**config.mk**
```make
export PLATFORM = sky130hd
export DESIGN_NAME = fspc_ctrl
export DESIGN_NICKNAME = d
export VERILOG_FILES = /design/src/fspc_pkg.sv /design/src/fspc_ctrl.sv
export SDC_FILE = /design/constraint.sdc
export NUM_CORES = 1
export LEC_CHECK = 0
export ABC_CLOCK_PERIOD_IN_PS = 38300
export BUFFER_PORTS_ARGS = -buffer_cell sky130_fd_sc_hd__buf_2
export CAP_MARGIN = 30
export CORE_ASPECT_RATIO = 0.8
export CORE_MARGIN = 4
export CORE_UTILIZATION = 40
export CTS_BUF_LIST = sky130_fd_sc_hd__clkbuf_16
export CTS_CLUSTER_DIAMETER = 30
export DETAILED_ROUTE_END_ITERATION = 12
export PLACE_DENSITY_LB_ADDON = 0.15
export SLEW_MARGIN = 20
export SYNTH_ARGS = -nofsm -noshare
export SYNTH_HDL_FRONTEND = slang
export SYNTH_SLANG_ARGS = --single-unit
```
**constraint.sdc**
```tcl
create_clock -name core_clk_in -period 38.3 [get_ports core_clk_in]
set_clock_uncertainty 0.1 [all_clocks]
set_input_delay 0 -clock core_clk_in [delete_from_list [all_inputs] [get_ports core_clk_in]]
set_output_delay 0 -clock core_clk_in [all_outputs]
set_load 0.1 [all_outputs]
```
**src/fspc_pkg.sv**
```systemverilog
// constants shared by the flash self-programming controller
package fspc_pkg;

	// register byte offsets on the avalon slave
	localparam logic [4:0] FSPC_ADDR_LOW_OFS  = 5'h00;
	localparam logic [4:0] FSPC_ADDR_HIGH_OFS = 5'h04;
	localparam logic [4:0] FSPC_DATA_LOW_OFS  = 5'h08;
	localparam logic [4:0] FSPC_DATA_HIGH_OFS = 5'h0c;
	localparam logic [4:0] FSPC_CONTROL_OFS   = 5'h10;
	localparam logic [4:0] FSPC_KEY_OFS       = 5'h14;

	// control register bit positions
	localparam int FSPC_CTL_RD    = 0;
	localparam int FSPC_CTL_WR    = 1;
	localparam int FSPC_CTL_WRITE_PERMIT  = 2;
	localparam int FSPC_CTL_WRITE_ABORT_FLAG = 3;
	localparam int FSPC_CTL_ERASE = 4;
	localparam int FSPC_CTL_LATCH_ONLY_SELECT  = 5;
	localparam int FSPC_CTL_CONFIG_SPACE_SELECT  = 6;

	// unlock key bytes and blank latch value
	localparam logic [7:0]  FSPC_KEY_FIRST  = 8'h55;
	localparam logic [7:0]  FSPC_KEY_SECOND = 8'haa;
	localparam logic [13:0] FSPC_BLANK_WORD = 14'h3fff;

	// geometry
	localparam int FSPC_WORD_W    = 14;
	localparam int FSPC_ADDR_W    = 15;
	localparam int FSPC_ROW_WORDS = 32;
	localparam int FSPC_IDX_W     = 5;
	localparam int FSPC_MEM_WORDS = 32768;

	// write/erase timing at the core clock rate
	localparam int FSPC_CLK_HZ        = 25_000_000;
	localparam int FSPC_WRITE_TIME_US = 2000;
	localparam int FSPC_WRITE_CYCLES  = FSPC_WRITE_TIME_US * (FSPC_CLK_HZ / 1_000_000);

	// self-write guard codes
	localparam logic [1:0] FSPC_GUARD_ALL     = 2'h0;
	localparam logic [1:0] FSPC_GUARD_HALF    = 2'h1;
	localparam logic [1:0] FSPC_GUARD_QUARTER = 2'h2;
	localparam logic [1:0] FSPC_GUARD_NONE    = 2'h3;

	// operation kinds
	localparam logic [1:0] FSPC_OP_LATCH = 2'h0;
	localparam logic [1:0] FSPC_OP_ERASE = 2'h1;
	localparam logic [1:0] FSPC_OP_PROG  = 2'h2;

	typedef enum logic [6:0] {
		FSPC_IDLE  = 7'h01,
		FSPC_RD1   = 7'h02,
		FSPC_RD2   = 7'h04,
		FSPC_RDCAP = 7'h08,
		FSPC_NOP1  = 7'h10,
		FSPC_NOP2  = 7'h20,
		FSPC_BUSY  = 7'h40
	} fspc_state_e;

endpackage

```
**src/fspc_ctrl.sv**
```systemverilog
// flash self-programming controller with avalon-mm register slave
// What this block does
// - data pair holds one 14-bit program word for reads and writes
// - address pair forms a 15-bit word address, high byte and low byte
// - an internal timer times every erase and row program
// - code guard at 0 blocks external programmer access, not self-write
// - self-write guard field refuses erase and program in guarded region
// - read and write strobes settable only; hardware clears them when done
// - writes proceed only with write permit set; permit clear at power-up
// - warm reset during the stall of an erase or row program sets the write abort flag
// - unlock key register is write-only and reads as zero
// - rows of 32 words of 14 bits with 32 write latches
// - latches only loaded through unlocked writes of the data pair
// - array read on second cycle after read strobe, data next cycle
// - data pair keeps read value until next read or software write
// - erase, latch load and programs need the full unlock sequence
// - erase or row program forces two no-ops then stalls about 2 ms
// - latch load forces two no-ops and continues without stall
// - latch-only select loads a latch; clear programs the latch row
// - erase select with write permit erases the addressed row
// - low five address bits pick the latch, upper ten the row
// - all latches return to 3FFFh after every completed row program or erase
`timescale 1ns/1ps
`default_nettype none

module fspc_ctrl
	import fspc_pkg::*;
#(
	parameter int WRITE_CYCLES = FSPC_WRITE_CYCLES,
	parameter int MEM_WORDS    = FSPC_MEM_WORDS
) (
	// clock and resets
	input  wire logic                   core_clk_in,
	input  wire logic                   reset_n_in,
	input  wire logic                   warm_reset_in,
	// avalon-mm slave
	input  wire logic [4:0]             avs_address_in,
	input  wire logic                   avs_read_in,
	input  wire logic                   avs_write_in,
	input  wire logic [3:0]             avs_byteenable_in,
	input  wire logic [31:0]            avs_writedata_in,
	output logic      [31:0]            avs_readdata_out,
	output logic                        avs_waitrequest_out,
	// configuration word bits
	input  wire logic                   code_guard_in,
	input  wire logic [1:0]             self_write_guard_in,
	output logic                        ext_prog_access_ok_out,
	// processor sequencing
	output logic                        cpu_force_nop_out,
	output logic                        cpu_stall_out,
	// program memory array port
	output logic [FSPC_ADDR_W-1:0]      nvm_addr_out,
	output logic                        nvm_rd_out,
	output logic                        nvm_cfg_space_out,
	input  wire logic [FSPC_WORD_W-1:0] nvm_rdata_in,
	output logic                        nvm_we_out,
	output logic [FSPC_WORD_W-1:0]      nvm_wdata_out,
	output logic                        nvm_erase_out
);

	// refuse parameters the sequencer cannot serve
	if (WRITE_CYCLES < FSPC_ROW_WORDS + 1 || WRITE_CYCLES > 1_000_000_000) begin : g_chk_time
		$error("WRITE_CYCLES out of range");
	end
	if (MEM_WORDS < 4 * FSPC_ROW_WORDS || MEM_WORDS > FSPC_MEM_WORDS) begin : g_chk_mem
		$error("MEM_WORDS out of range");
	end

	localparam int TMR_W = $clog2(WRITE_CYCLES + 1);
	localparam logic [TMR_W-1:0] TMR_LOAD = TMR_W'(WRITE_CYCLES - 1);
	localparam logic [FSPC_ADDR_W-1:0] QUARTER_END = FSPC_ADDR_W'(MEM_WORDS / 4);
	localparam logic [FSPC_ADDR_W-1:0] HALF_END    = FSPC_ADDR_W'(MEM_WORDS / 2);

	logic                   rst_sync1_reg;
	logic                   rst_sync2_reg;
	logic                   rst_n;
	logic                   cg_sync1_reg;
	logic                   cg_sync2_reg;
	logic [1:0]             wg_sync1_reg;
	logic [1:0]             wg_sync2_reg;
	logic                   acc_reg;
	logic [31:0]            rdata_reg;
	logic [31:0]            rdata_next;
	logic                   do_wr;
	logic                   ctl_wr;
	logic [7:0]             wbyte;
	logic [6:0]             addr_high_reg;
	logic [7:0]             addr_low_reg;
	logic [5:0]             data_high_reg;
	logic [7:0]             data_low_reg;
	logic [FSPC_ADDR_W-1:0] prog_addr;
	logic [FSPC_WORD_W-1:0] prog_data;
	logic                   rd_reg;
	logic                   wr_reg;
	logic                   write_permit_reg;
	logic                   write_abort_flag_reg;
	logic                   erase_reg;
	logic                   latch_only_select_reg;
	logic                   config_space_select_reg;
	logic [1:0]             key_stage_reg;
	logic                   unlocked;
	logic                   guarded;
	logic                   start_rd;
	logic                   start_wr;
	logic [1:0]             start_op;
	logic                   latch_load;
	logic                   latch_clear;
	logic                   abort_evt;
	fspc_state_e            state_reg;
	logic [1:0]             op_reg;
	logic [TMR_W-1:0]       tmr_reg;
	logic [FSPC_IDX_W-1:0]  idx_reg;
	logic                   idx_run_reg;
	logic [FSPC_WORD_W-1:0] latch_mem [FSPC_ROW_WORDS];
	logic [FSPC_ADDR_W-1:0] nvm_addr_reg;
	logic [FSPC_WORD_W-1:0] nvm_wdata_reg;
	logic                   nvm_rd_reg;
	logic                   nvm_we_reg;
	logic                   nvm_erase_reg;

	// reset release through two flops
	always_ff @(posedge core_clk_in or negedge reset_n_in) begin
		if (!reset_n_in) begin
			rst_sync1_reg <= 1'b0;
			rst_sync2_reg <= 1'b0;
		end else begin
			rst_sync1_reg <= 1'b1;
			rst_sync2_reg <= rst_sync1_reg;
		end
	end
	assign rst_n = rst_sync2_reg;

	// configuration bits come from outside, synchronise them
	always_ff @(posedge core_clk_in or negedge rst_n) begin
		if (!rst_n) begin
			cg_sync1_reg <= 1'b1;
			cg_sync2_reg <= 1'b1;
			wg_sync1_reg <= FSPC_GUARD_NONE;
			wg_sync2_reg <= FSPC_GUARD_NONE;
		end else begin
			cg_sync1_reg <= code_guard_in;
			cg_sync2_reg <= cg_sync1_reg;
			wg_sync1_reg <= self_write_guard_in;
			wg_sync2_reg <= wg_sync1_reg;
		end
	end
	assign ext_prog_access_ok_out = cg_sync2_reg;

	assign prog_addr = {addr_high_reg, addr_low_reg};
	assign prog_data = {data_high_reg, data_low_reg};

	// guarded region check on the loaded address
	always_comb begin
		case (wg_sync2_reg)
			FSPC_GUARD_NONE:    guarded = 1'b0;
			FSPC_GUARD_QUARTER: guarded = prog_addr < QUARTER_END;
			FSPC_GUARD_HALF:    guarded = prog_addr < HALF_END;
			default:            guarded = 1'b1;
		endcase
	end

	// bus answers one cycle after the request; any operation stalls the bus
	always_ff @(posedge core_clk_in or negedge rst_n) begin
		if (!rst_n) begin
			acc_reg <= 1'b0;
		end else begin
			acc_reg <= (avs_read_in | avs_write_in) & ~acc_reg & (state_reg == FSPC_IDLE);
		end
	end
	assign avs_waitrequest_out = (avs_read_in | avs_write_in) & ~acc_reg;
	assign do_wr  = avs_write_in & acc_reg & avs_byteenable_in[0];
	assign ctl_wr = do_wr & (avs_address_in == FSPC_CONTROL_OFS);
	assign wbyte  = avs_writedata_in[7:0];

	// read mux, sampled one cycle ahead of the answer
	always_comb begin
		rdata_next = 32'h0;
		case (avs_address_in)
			FSPC_ADDR_LOW_OFS:  rdata_next[7:0] = addr_low_reg;
			FSPC_ADDR_HIGH_OFS: rdata_next[6:0] = addr_high_reg;
			FSPC_DATA_LOW_OFS:  rdata_next[7:0] = data_low_reg;
			FSPC_DATA_HIGH_OFS: rdata_next[5:0] = data_high_reg;
			FSPC_CONTROL_OFS: begin
				rdata_next[FSPC_CTL_RD]    = rd_reg;
				rdata_next[FSPC_CTL_WR]    = wr_reg;
				rdata_next[FSPC_CTL_WRITE_PERMIT]  = write_permit_reg;
				rdata_next[FSPC_CTL_WRITE_ABORT_FLAG] = write_abort_flag_reg;
				rdata_next[FSPC_CTL_ERASE] = erase_reg;
				rdata_next[FSPC_CTL_LATCH_ONLY_SELECT]  = latch_only_select_reg;
				rdata_next[FSPC_CTL_CONFIG_SPACE_SELECT]  = config_space_select_reg;
			end
			FSPC_KEY_OFS:       rdata_next = 32'h0;
			default:            rdata_next = 32'h0;
		endcase
	end
	always_ff @(posedge core_clk_in or negedge rst_n) begin
		if (!rst_n) begin
			rdata_reg <= 32'h0;
		end else if (!acc_reg) begin
			rdata_reg <= rdata_next;
		end
	end
	assign avs_readdata_out = rdata_reg;

	// address pair, software only
	always_ff @(posedge core_clk_in or negedge rst_n) begin
		if (!rst_n) begin
			addr_low_reg  <= 8'h0;
			addr_high_reg <= 7'h0;
		end else if (do_wr) begin
			if (avs_address_in == FSPC_ADDR_LOW_OFS) begin
				addr_low_reg <= wbyte;
			end
			if (avs_address_in == FSPC_ADDR_HIGH_OFS) begin
				addr_high_reg <= wbyte[6:0];
			end
		end
	end

	// data pair: array capture or software write only
	always_ff @(posedge core_clk_in or negedge rst_n) begin
		if (!rst_n) begin
			data_low_reg  <= 8'h0;
			data_high_reg <= 6'h0;
		end else if (state_reg == FSPC_RDCAP) begin
			data_low_reg  <= nvm_rdata_in[7:0];
			data_high_reg <= nvm_rdata_in[13:8];
		end else if (do_wr) begin
			if (avs_address_in == FSPC_DATA_LOW_OFS) begin
				data_low_reg <= wbyte;
			end
			if (avs_address_in == FSPC_DATA_HIGH_OFS) begin
				data_high_reg <= wbyte[5:0];
			end
		end
	end

	// key stage; any other accepted access breaks the sequence
	always_ff @(posedge core_clk_in or negedge rst_n) begin
		if (!rst_n) begin
			key_stage_reg <= 2'h0;
		end else if (warm_reset_in) begin
			key_stage_reg <= 2'h0;
		end else if (acc_reg) begin
			if (do_wr && avs_address_in == FSPC_KEY_OFS && wbyte == FSPC_KEY_FIRST) begin
				key_stage_reg <= 2'h1;
			end else if (do_wr && avs_address_in == FSPC_KEY_OFS
					&& wbyte == FSPC_KEY_SECOND && key_stage_reg == 2'h1) begin
				key_stage_reg <= 2'h2;
			end else begin
				key_stage_reg <= 2'h0;
			end
		end
	end
	assign unlocked = key_stage_reg == 2'h2;

	// operation decode from the control byte being written
	always_comb begin
		if (wbyte[FSPC_CTL_ERASE]) begin
			start_op = FSPC_OP_ERASE;
		end else if (wbyte[FSPC_CTL_LATCH_ONLY_SELECT]) begin
			start_op = FSPC_OP_LATCH;
		end else begin
			start_op = FSPC_OP_PROG;
		end
	end
	// strobe without keys or permit is dropped
	assign start_wr = ctl_wr & wbyte[FSPC_CTL_WR] & wbyte[FSPC_CTL_WRITE_PERMIT] & unlocked
		& ~wbyte[FSPC_CTL_CONFIG_SPACE_SELECT] & ~(guarded & (start_op != FSPC_OP_LATCH));
	assign start_rd = ctl_wr & wbyte[FSPC_CTL_RD] & ~wbyte[FSPC_CTL_WR];
	assign abort_evt = warm_reset_in & (state_reg == FSPC_BUSY);

	// control bits; warm reset drops everything but the abort flag
	always_ff @(posedge core_clk_in or negedge rst_n) begin
		if (!rst_n) begin
			write_permit_reg  <= 1'b0;
			erase_reg <= 1'b0;
			latch_only_select_reg  <= 1'b0;
			config_space_select_reg  <= 1'b0;
		end else if (warm_reset_in) begin
			write_permit_reg  <= 1'b0;
			erase_reg <= 1'b0;
			latch_only_select_reg  <= 1'b0;
			config_space_select_reg  <= 1'b0;
		end else if (ctl_wr) begin
			write_permit_reg  <= wbyte[FSPC_CTL_WRITE_PERMIT];
			erase_reg <= wbyte[FSPC_CTL_ERASE];
			latch_only_select_reg  <= wbyte[FSPC_CTL_LATCH_ONLY_SELECT];
			config_space_select_reg  <= wbyte[FSPC_CTL_CONFIG_SPACE_SELECT];
		end
	end

	// strobes set by software, cleared only by hardware
	always_ff @(posedge core_clk_in or negedge rst_n) begin
		if (!rst_n) begin
			rd_reg <= 1'b0;
			wr_reg <= 1'b0;
		end else if (warm_reset_in) begin
			rd_reg <= 1'b0;
			wr_reg <= 1'b0;
		end else begin
			if (start_rd) begin
				rd_reg <= 1'b1;
			end else if (state_reg == FSPC_RDCAP) begin
				rd_reg <= 1'b0;
			end
			if (start_wr) begin
				wr_reg <= 1'b1;
			end else if (latch_clear || (state_reg == FSPC_NOP2 && op_reg == FSPC_OP_LATCH)) begin
				wr_reg <= 1'b0;
			end
		end
	end

	// abort flag survives warm reset; set wins over software clear
	always_ff @(posedge core_clk_in or negedge rst_n) begin
		if (!rst_n) begin
			write_abort_flag_reg <= 1'b0;
		end else if (abort_evt) begin
			write_abort_flag_reg <= 1'b1;
		end else if (ctl_wr) begin
			write_abort_flag_reg <= wbyte[FSPC_CTL_WRITE_ABORT_FLAG];
		end
	end

	// sequencer
	always_ff @(posedge core_clk_in or negedge rst_n) begin
		if (!rst_n) begin
			state_reg <= FSPC_IDLE;
			op_reg    <= FSPC_OP_LATCH;
		end else if (warm_reset_in) begin
			state_reg <= FSPC_IDLE;
		end else begin
			case (state_reg)
				FSPC_IDLE: begin
					if (start_wr) begin
						state_reg <= FSPC_NOP1;
						op_reg    <= start_op;
					end else if (start_rd) begin
						state_reg <= FSPC_RD1;
					end
				end
				// second cycle after the strobe reads the array
				FSPC_RD1:   state_reg <= FSPC_RD2;
				FSPC_RD2:   state_reg <= FSPC_RDCAP;
				FSPC_RDCAP: state_reg <= FSPC_IDLE;
				FSPC_NOP1:  state_reg <= FSPC_NOP2;
				// latch load continues after the forced no-ops
				FSPC_NOP2: begin
					state_reg <= (op_reg == FSPC_OP_LATCH) ? FSPC_IDLE : FSPC_BUSY;
				end
				FSPC_BUSY: begin
					if (tmr_reg == '0) begin
						state_reg <= FSPC_IDLE;
					end
				end
				default:    state_reg <= FSPC_IDLE;
			endcase
		end
	end

	// forced no-ops, then stall for the write time
	assign cpu_force_nop_out = (state_reg == FSPC_RD1) | (state_reg == FSPC_RD2)
		| (state_reg == FSPC_NOP1) | (state_reg == FSPC_NOP2);
	assign cpu_stall_out = state_reg == FSPC_BUSY;

	always_ff @(posedge core_clk_in or negedge rst_n) begin
		if (!rst_n) begin
			tmr_reg <= '0;
		end else if (state_reg == FSPC_NOP2) begin
			tmr_reg <= TMR_LOAD;
		end else if (state_reg == FSPC_BUSY && tmr_reg != '0) begin
			tmr_reg <= tmr_reg - 1'b1;
		end
	end

	// row program walks the latches during the first cycles of the timer
	always_ff @(posedge core_clk_in or negedge rst_n) begin
		if (!rst_n) begin
			idx_reg     <= '0;
			idx_run_reg <= 1'b0;
		end else if (state_reg == FSPC_NOP2) begin
			idx_reg     <= '0;
			idx_run_reg <= op_reg == FSPC_OP_PROG;
		end else if (state_reg != FSPC_BUSY || warm_reset_in) begin
			idx_run_reg <= 1'b0;
		end else if (idx_run_reg) begin
			idx_reg     <= idx_reg + 1'b1;
			idx_run_reg <= idx_reg != FSPC_IDX_W'(FSPC_ROW_WORDS - 1);
		end
	end

	// both latch load and row program store the current word
	assign latch_load  = start_wr & (start_op != FSPC_OP_ERASE);
	// blank latches once the timed operation ends
	assign latch_clear = (state_reg == FSPC_BUSY) & (tmr_reg == '0) & ~warm_reset_in;

	// one generate block per write latch
	// latches reachable only through unlocked data writes
	for (genvar g = 0; g < FSPC_ROW_WORDS; g++) begin : g_latch
		always_ff @(posedge core_clk_in or negedge rst_n) begin
			if (!rst_n) begin
				latch_mem[g] <= FSPC_BLANK_WORD;
			end else if (latch_clear) begin
				latch_mem[g] <= FSPC_BLANK_WORD;
			// low address bits pick the latch
			end else if (latch_load && prog_addr[FSPC_IDX_W-1:0] == FSPC_IDX_W'(g)) begin
				latch_mem[g] <= prog_data;
			end
		end
	end

	// array port, registered
	always_ff @(posedge core_clk_in or negedge rst_n) begin
		if (!rst_n) begin
			nvm_addr_reg  <= '0;
			nvm_wdata_reg <= '0;
			nvm_rd_reg    <= 1'b0;
			nvm_we_reg    <= 1'b0;
			nvm_erase_reg <= 1'b0;
		end else begin
			nvm_rd_reg    <= (state_reg == FSPC_RD1) & ~warm_reset_in;
			// erase the row holding the loaded address
			nvm_erase_reg <= (state_reg == FSPC_NOP2) & (op_reg == FSPC_OP_ERASE)
				& ~warm_reset_in;
			nvm_we_reg    <= (state_reg == FSPC_BUSY) & idx_run_reg & ~warm_reset_in;
			if (state_reg == FSPC_RD1) begin
				nvm_addr_reg <= prog_addr;
			// row from upper bits, never crossing the row
			end else if (state_reg == FSPC_NOP2) begin
				nvm_addr_reg <= {prog_addr[FSPC_ADDR_W-1:FSPC_IDX_W], {FSPC_IDX_W{1'b0}}};
			end else if (state_reg == FSPC_BUSY) begin
				nvm_addr_reg  <= {prog_addr[FSPC_ADDR_W-1:FSPC_IDX_W], idx_reg};
				nvm_wdata_reg <= latch_mem[idx_reg];
			end
		end
	end
	assign nvm_addr_out      = nvm_addr_reg;
	assign nvm_wdata_out     = nvm_wdata_reg;
	assign nvm_rd_out        = nvm_rd_reg;
	assign nvm_we_out        = nvm_we_reg;
	assign nvm_erase_out     = nvm_erase_reg;
	assign nvm_cfg_space_out = config_space_select_reg;

endmodule

`default_nettype wire

```
# == Word-level counts from Yosys, hierarchy flattened ==
# Index checks and enable logic that the tools add are counted.
# word_totals
mem_bits_ro,0
input_bits,63
n_memories,0
latch_bits,0
register_bits,566
output_inout_bits,69
ram_bits,0
elab_cells,372
# classes
add_sub_neg,2
n_eq_ne,58
reduce_logical,97
magnitude_cmp,3
bitwise,34
n_shift,0
div_mod_pow,0
multipliers,0
muxes,116
# ops
cell,n
2-to-1 mux 14 bit,66
"== test 5 bit, second input constant",18
nonzero test 2 bit,41
binary-select mux 14 bit (select 5 bit),1
"== test 5 x 4 -> 1 bit, second input constant",10
2-to-1 mux 15 bit,3
one-hot mux 7 bit (6 select lines),1
logical AND 1 bit,38
2-to-1 mux 7 bit,5
2-to-1 mux 16 bit,2
one-hot mux 6 bit (5 select lines),1
"== test 5 x 3 -> 1 bit, second input constant",5
2-to-1 mux 8 bit,3
bitwise AND 1 bit,22
2-to-1 mux 1 bit,19
2-to-1 mux 6 bit,3
zero test 16 bit,1
nonzero test 16 bit,1
"subtractor 16 x 1 -> 16 bit, second input constant",1
"less-than comparator 15 x 14 -> 1 bit, second input constant",1
"less-than comparator 15 bit, second input constant",1
2-to-1 mux 5 bit,3
2-to-1 mux 2 bit,6
AND reduction 2 bit,6
other kinds (32),52

# == Depth between registers and ports, before layout ==
# Gate-level depths: netlist of run 1.
# logic_depth
word_depth,12
ltp_mapped,9
ltp_nobuf,7

# == Worst setup path after synthesis of run 1 ==
# No wires, ideal clock.
# synth_timing
path_kind,reg2reg
from,register state_reg[5]
to,register state_reg[0]
required_ns,37.984
path_slack_ns,33.784
stages_incl_launch_ff,6
period_less_slack_ns,4.516
path_buffers,1
setup_ns,0.216
arrival_time_ns,4.200
cell_sequence,dfrtp_1 -> clkbuf_1 -> nand2b_1 -> o32a_1 -> nor4_1 -> o211ai_1
# synth_between
elab_chain_cells,3
word_cells_on_any_way,11
cone_classes,8 x eq/ne; 2 x mux; 1 x reduce/logical
# synth_rtl
element,line_no,rtl
start: declaration,fspc_ctrl.sv:109,fspc_state_e state_reg;
start signal: assignment,fspc_ctrl.sv:350,state_reg <= (op_reg == FSPC_OP_LATCH) ? FSPC_IDLE : FSPC_BUSY;
"== test 7 bit, or another cell as far along",fspc_ctrl.sv:334,case (state_reg)
"one-hot mux 7 bit (6 select lines), or another cell as far along",fspc_ctrl.sv:334,
2-to-1 mux 7 bit / AND reduction 2 bit (equally long branches),--,
# Parallel ways exist; a longest one is shown, timed or not.
# A chain may end at the register's enable or synchronous reset.

# == Worst setup path in the final report of run 1 ==
# layout_timing
from,register idx_reg[0]
to,register nvm_wdata_reg[13] (netlist: nvm_wdata_out[13])
# layout_between
elab_chain_cells,4
# layout_rtl
element,line_no,rtl
start: declaration,fspc_ctrl.sv:112,logic [FSPC_IDX_W-1:0] idx_reg;
start signal: assignment,fspc_ctrl.sv:388,idx_reg <= idx_reg + 1'b1;
NOT 5 -> 6 bit (implied by the code),fspc_ctrl.sv:434,nvm_wdata_reg <= latch_mem[idx_reg];
binary-select mux 14 bit (select 5 bit),fspc_ctrl.sv:434,
2-to-1 mux 14 bit (implied by the code) (2 in a row),fspc_ctrl.sv:434,
end signal: assignment,fspc_ctrl.sv:434,
end: declaration,fspc_ctrl.sv:116,logic [FSPC_WORD_W-1:0] nvm_wdata_reg;
# Every way passes these cells. The select of a mux whose other input is x is not followed.

==> flow_summary.json, run 1 <==
{
  "outcome": "finished, final reports clean",
  "wl_per_cell_um": 26.7,
  "layout_commonest_cell": "dfstp_2",
  "fin_nets": 2344,
  "ys_seq_elements": 566,
  "final_cell_mix": "dfstp_2 (455), o211ai_1 (227), a221o_1 (224), o21ai_0 (168), nand2_1 (131)",
  "core-area_sq_um": 67400,
  "rsz0062_at_grt": "false",
  "wl_met1_um": 38500,
  "hold_path.class": "input port to async pin",
  "cts_max_level": 3,
  "ys_types": 60,
  "drc": 0,
  "place_inst": 3007,
  "initial_core_util_pct": 40.5,
  "vias": 20500,
  "grt_max_degree": 225,
  "num_rows": 85,
  "synth_cells": 2222,
  "antenna_found_initial": 4,
  "drive_above_1_share_pct": 39.7,
  "synth-edff-count": 0,
  "dieArea_sq_um": 72500,
  "grt_pass1_wl_um": 134000,
  "worstRegToRegCells": 7,
  "cts-resized-gates": 0,
  "ys_warn_count": 0,
  "cts_buffers": 111,
  "critical_path_class": "register to register",
  "synth_top_area_cell": "dfstp_2",
  "r2r_slack_ps": 34130,
  "required_ps": 38730,
  "drv_slew": 0,
  "tightest_slew_ps": 1140,
  "synth_top_area_share_pct": 43.8,
  "gr-usage-all-layers_pct": 23.9,
  "finalHoldViolCount": 0,
  "layout.cells.non_filler": 3290,
  "maxCapViolCount": 0,
  "cts_tree": "built",
  "netlist_area_sq_um": 27300,
  "routed_wl_um": 87700,
  "antenna_left": 0,
  "path_clk_slew_ps": 50,
  "setup_viol": 0,
  "clockBufferDepth": 3,
  "clk_latency_ps": 650,
  "synth_ff_type": "dfstp_2",
  "grt_pass1_vias": 21000,
  "ios": 132,
  "async_flop_share_pct": 100,
  "period_share_pct": 10.9,
  "wl_met2_um": 38600,
  "top_layer": "met5",
  "overflow": 0,
  "leakagePower_nw": 12.4,
  "slew_headroom_pct": 24.0,
  "tns_ps": 0,
  "max-vdd-ir-drop_uv": 35.4,
  "largest_reg_flops": 448,
  "powerDensity_nw_per_um2": 54.7,
  "crit_fanout": 40,
  "die_w_um": 300,
  "syn_area_per_cell_sq_um": 12.3,
  "dp_hpwl_um": 49700,
  "area_delta_synth_final_pct": 20.3,
  "max_freq_mhz": 240,
  "io_buffers": 80,
  "firstDrtPassIters": 5,
  "reg2reg_from": "idx_reg[0]",
  "timing.critical_path.from_type": "register",
  "worstSetupEndpointType": "register",
  "dr.first_iter.drc_count": 1842,
  "cts-root-buf": "clkbuf_16",
  "period_needed_ps": 4170,
  "reg2reg_to": "nvm_wdata_out[13]",
  "ys_seq_area_share_pct": 54.0,
  "die_y_um": 242,
  "routabilityCongestion": 0.807,
  "clkSinkCount": 566,
  "worstPathArrival_ps": 4600,
  "n_fill_cell": 5951,
  "yosys-top-cells-area": "dfstp_2 (44%), dfrtp_1 (10%), mux4_2 (9.3%)",
  "dr_wl_met3_um": 7660,
  "via_per_inst": 6.24
}
==> power by group <==
group | switching (W) | internal, W | total [W]
Sequential | 0.0000261 | 0.000647 | 0.000673
Clock | 0.000334 | 0.000672 | 0.00101
Combinational | 0.0000712 | 0.0000457 | 0.000117
==> repair_timing <==
item	4_1_cts	5_1_grt
buffers inserted	0	0
endpoints found under the hold margin	63	0
hold buffers	62	0
==> worst max-delay path, stage by stage, from the launching register on <==
cell and delay [ps]:
dfrtp_4 1020, buf_4 730, buf_4 450, buf_16 290, mux4_2 570, mux4_2 560, nor3_1 160, nor2_1 70
==> layout make-up <==
cell class	count	area, sq um	area share (%)
clock inverter	97	1090	3.31
inverter	9	33.8	0.103
tap	913	1140	3.48
multi-input combinational	1391	11400	34.7
sequential	566	14700	44.9
clock buffer	112	2800	8.54
antenna	4	10.0	0.0305
timing repair buffer	198	1600	4.87
==> per-stage QoR <==
step	power [W]	cell area, sq um	utilization (%)	setup WS (ps)	hold slack (ps)
final	0.00180	32800	48.7	34130	98.3
after global routing	0.00185	32800	48.6	33860	122
after CTS	0.00181	32600	48.4	33870	56.7
after detailed placement	0.000789	28100	41.7	33870	-312
after global placement	0.000785	28100	41.7	33880	-315
after floorplan	0.000748	27400	-	22050	-396
==> cells in the mapped netlist, drive strengths merged, types with 25 or more instances <==
cell,number
mux4,113
dfrtp,111
o22ai,53
and2,59
o21ai,259
nor2,41
dfstp,455
o211ai,227
nand2,135
mux2,32
buf,110
clkbuf,169
a21oi,25
a221o,224
==> per-layer routing <==
| metal | up-vias | global-route usage (%) |
|---|---|---|
| li1 | 8850 | - |
| met1 | 10700 | 34.3 |
| met2 | 843 | 34.6 |
| met3 | 173 | 6.44 |
| met4 | 2 | 9.40 |
| met5 | - | 0 |
==> how the worst max path moves through the flow <==
| stage | from | endpoint | slack (ps) | cells past startpoint |
|---|---|---|---|---|
| 5_1_grt | idx_reg[0] | nvm_wdata_out[8] | 33860 | 7 |
| 6_report | idx_reg[0] | nvm_wdata_out[13] | 34130 | 7 |
| 3_3_place_gp | idx_reg[0] | nvm_wdata_out[13] | 33880 | 6 |
| 2_1_floorplan | rst_n | acc_reg | 22050 | 0 |
| 4_1_cts | idx_reg[0] | nvm_wdata_out[8] | 33870 | 6 |
| 3_5_place_dp | idx_reg[0] | nvm_wdata_out[8] | 33870 | 6 |
==> cell families after synthesis <==
kind of cell,share of synthesized area (%)
AO/OA/AOI/OAI,21.6
buffers and inverters,4.63
flip-flops,54.0
AND/OR/NAND/NOR,7.48
multiplexers,11.5
other,0.0275
XOR/XNOR,0.578
adder cells (fa/ha/maj),0.183
Power figures use the tool's default switching activity.
==> run 2: changes to the inputs <==
--- a/config.mk
+++ b/config.mk
@@ -5,7 +5,7 @@
 export SDC_FILE = /design/constraint.sdc
 export NUM_CORES = 1
 export LEC_CHECK = 0
-export ABC_CLOCK_PERIOD_IN_PS = 38300
+export ABC_CLOCK_PERIOD_IN_PS = 3360
 export BUFFER_PORTS_ARGS = -buffer_cell sky130_fd_sc_hd__buf_2
 export CAP_MARGIN = 30
 export CORE_ASPECT_RATIO = 0.8
==> constraint.sdc (replaced) <==
create_clock -name core_clk_in -period 3.36 [get_ports core_clk_in]
set_clock_uncertainty 0.1 [all_clocks]
set_input_delay 0 -clock core_clk_in [delete_from_list [all_inputs] [get_ports core_clk_in]]
set_output_delay 0 -clock core_clk_in [all_outputs]
set_load 0.1 [all_outputs]
==> run 2 against run 1 <==
Compared with the run above: worst setup slack got worse by 34000 ps; combinational power rose to 12 times the previous value; count of clock-buffer cells in the layout did not move; wire length rose by 1.9%; final area rose by 0.92%; clock power rose to 11 times the previous value; register-to-register slack got worse by 34000 ps; die area did not move; power rose to 11 times the previous value; sequential cell count did not move; sequential share of layout area fell by 0.41 points; final cell count rose by 1.2%; critical path type is now register to output port; critical endpoint is now cpu_stall_out; largest cell class unchanged.
==> flow_summary.json, run 2 (synthesized netlist as in run 1, its figures left out) <==
{
  "num_antenna_cells": 0,
  "critical_path_class": "register to output port",
  "io_buffers": 80,
  "place_area_sq_um": 28600,
  "routabilityCongestion": 0.834,
  "worstSetupEndpointType": "output port",
  "tns_ps": 0,
  "crit_chain": "nor4b_4, nand2_2, buf_4, inv_1, buf_2",
  "p_total_w": 0.0202,
  "rsz0062_at_grt": "false",
  "firstDrtPassIters": 6,
  "p_sw_w": 0.00499,
  "reg2reg_from": "tmr_reg[7]",
  "finalWorstSetupSlack_ps": 338,
  "crit_family": "buffers and inverters",
  "grt_pass1_wl_um": 136000,
  "period_needed_ps": 3020,
  "worstPathArrival_ps": 2920,
  "die_w_um": 300,
  "core-area_sq_um": 67400,
  "via_per_inst": 6.22,
  "power_frac_seq_pct": 37.9,
  "cts_tree": "built",
  "maxCapViolCount": 0,
  "routed_wl_um": 89400,
  "wl_per_cell_um": 26.9,
  "outcome": "finished, final reports clean",
  "vias": 20700,
  "clockBufferDepth": 3,
  "r2r_slack_ps": 460,
  "cts_max_level": 3,
  "initial_core_util_pct": 40.5,
  "path_clk_slew_ps": 50,
  "clk_latency_ps": 660,
  "finalHoldViolCount": 0,
  "critPathBufInv": 3,
  "slew_headroom_pct": 38.8,
  "area_delta_synth_final_pct": 21.4,
  "setup_viol": 0,
  "powerDensity_nw_per_um2": 610,
  "final_cell_mix": "dfstp_2 (455), o211ai_1 (227), a221o_1 (224), o21ai_0 (168), nand2_1 (131)",
  "p_comb_share_pct": 6.9,
  "max_freq_mhz": 331,
  "cts-root-buf": "clkbuf_16",
  "max_stage_delay_ps": 510,
  "overflow": 0,
  "drv_slew": 0,
  "largest_reg_flops": 448,
  "dp_hpwl_um": 53700,
  "gr-usage-all-layers_pct": 24.3,
  "grt_max_degree": 123,
  "dieArea_sq_um": 72500,
  "period_share_pct": 89.9,
  "p_clk_share_pct": 55.3,
  "reg2reg_to": "latch_mem[355]",
  "fin_nets": 2385,
  "dr.first_iter.drc_count": 1898,
  "postLayoutCellArea_sq_um": 33100,
  "antenna_found_initial": 4,
  "tightest_slew_ps": 918,
  "timing.critical_path.from_type": "register",
  "max-vdd-ir-drop_uv": 400,
  "grt_pass1_vias": 21200,
  "switching_share_pct": 24.7,
  "cts_buffers": 111,
  "leakagePower_nw": 12.6,
  "drc": 0,
  "n_fill_cell": 5922,
  "ios": 132,
  "clkSinkCount": 566,
  "worstRegToRegCells": 5,
  "die_y_um": 242,
  "antenna_left": 0,
  "cpMaxStageDelayCell": "buf_2",
  "pre_cts_ws_ps": 530,
  "cts-resized-gates": 0,
  "p_int_w": 0.0152,
  "required_ps": 3260,
  "crit_fanout": 33,
  "hold_path.class": "input port to async pin",
  "num_rows": 85,
  "drive_above_1_share_pct": 40.4,
  "layout_commonest_cell": "dfstp_2"
}
## run 2: cell count changes in the layout (fill, tap and decap cells not counted), sizes merged
| cell | previous run | this run |
|---|---|---|
| clkinv | 46 | 38 |
| buf | 136 | 176 |
| inv | 26 | 41 |
| dlygate4sd3 | 62 | 63 |
| bufinv | 21 | 16 |
| diode | 4 | 0 |
## run 2: power groups by stage
stage	logic, W	registers, W	clock network [W]
3_5_place_dp	0.00130	0.00773	0
2_1_floorplan	0.000874	0.00766	0
3_3_place_gp	0.00126	0.00772	0
4_1_cts	0.00137	0.00765	0.0113
5_1_grt	0.00149	0.00768	0.0117
6_report	0.00139	0.00765	0.0112
## run 2: worst max path at each step
stage / start / endpoint / cells after the start / slack, ps
6_report: state_reg[2] / cpu_stall_out / 5 / 340
5_1_grt: state_reg[2] / cpu_stall_out / 5 / 190
4_1_cts: state_reg[2] / cpu_stall_out / 5 / 270
3_5_place_dp: tmr_reg[7] / latch_mem[355] / 5 / 530
3_3_place_gp: tmr_reg[7] / latch_mem[257] / 5 / 600
2_1_floorplan: rst_n / acc_reg / 0 / -1990
## run 2: routing by layer
| layer | share of wire (%) | vias up | track usage (%) |
|---|---|---|---|
| met5 | 0.13 | - | 1.19 |
| met4 | 3.5 | 2 | 8.83 |
| met3 | 9.6 | 175 | 8.10 |
| met2 | 44 | 896 | 35.3 |
| met1 | 43 | 10700 | 34.0 |
| li1 | - | 8923 | - |
## run 2: through the flow
step | hold slack, ps | utilization, % | std cells
after global routing | 83.9 | 49.1 | 3329
after CTS | 42.4 | 49.0 | 3327
after global placement | -314 | 42.5 | 3053
final | 79.9 | 49.1 | 3329
after floorplan | -396 | - | 2245
after detailed placement | -311 | 42.5 | 3053
## run 2: area by class of cell
| type | instances | area, sq um | area share [%] |
|---|---|---|---|
| sequential | 566 | 14700 | 44.5 |
| multi-input combinational | 1391 | 11400 | 34.4 |
| clock buffer | 112 | 2800 | 8.46 |
| timing repair buffer | 239 | 1990 | 6.02 |
| tap | 913 | 1140 | 3.45 |
| clock inverter | 99 | 1000 | 3.03 |
| inverter | 9 | 33.8 | 0.102 |
## run 2: timing repair
| action | CTS | global route |
|---|---|---|
| buffers inserted | 0 | 0 |
| hold buffers | 63 | 0 |
| hold endpoints to repair | 63 | 0 |
## run 2: tightest hold or removal path, stage by stage
cell and delay, ps:
dlygate4sd3_1 510, buf_2 90, dlygate4sd3_1 570
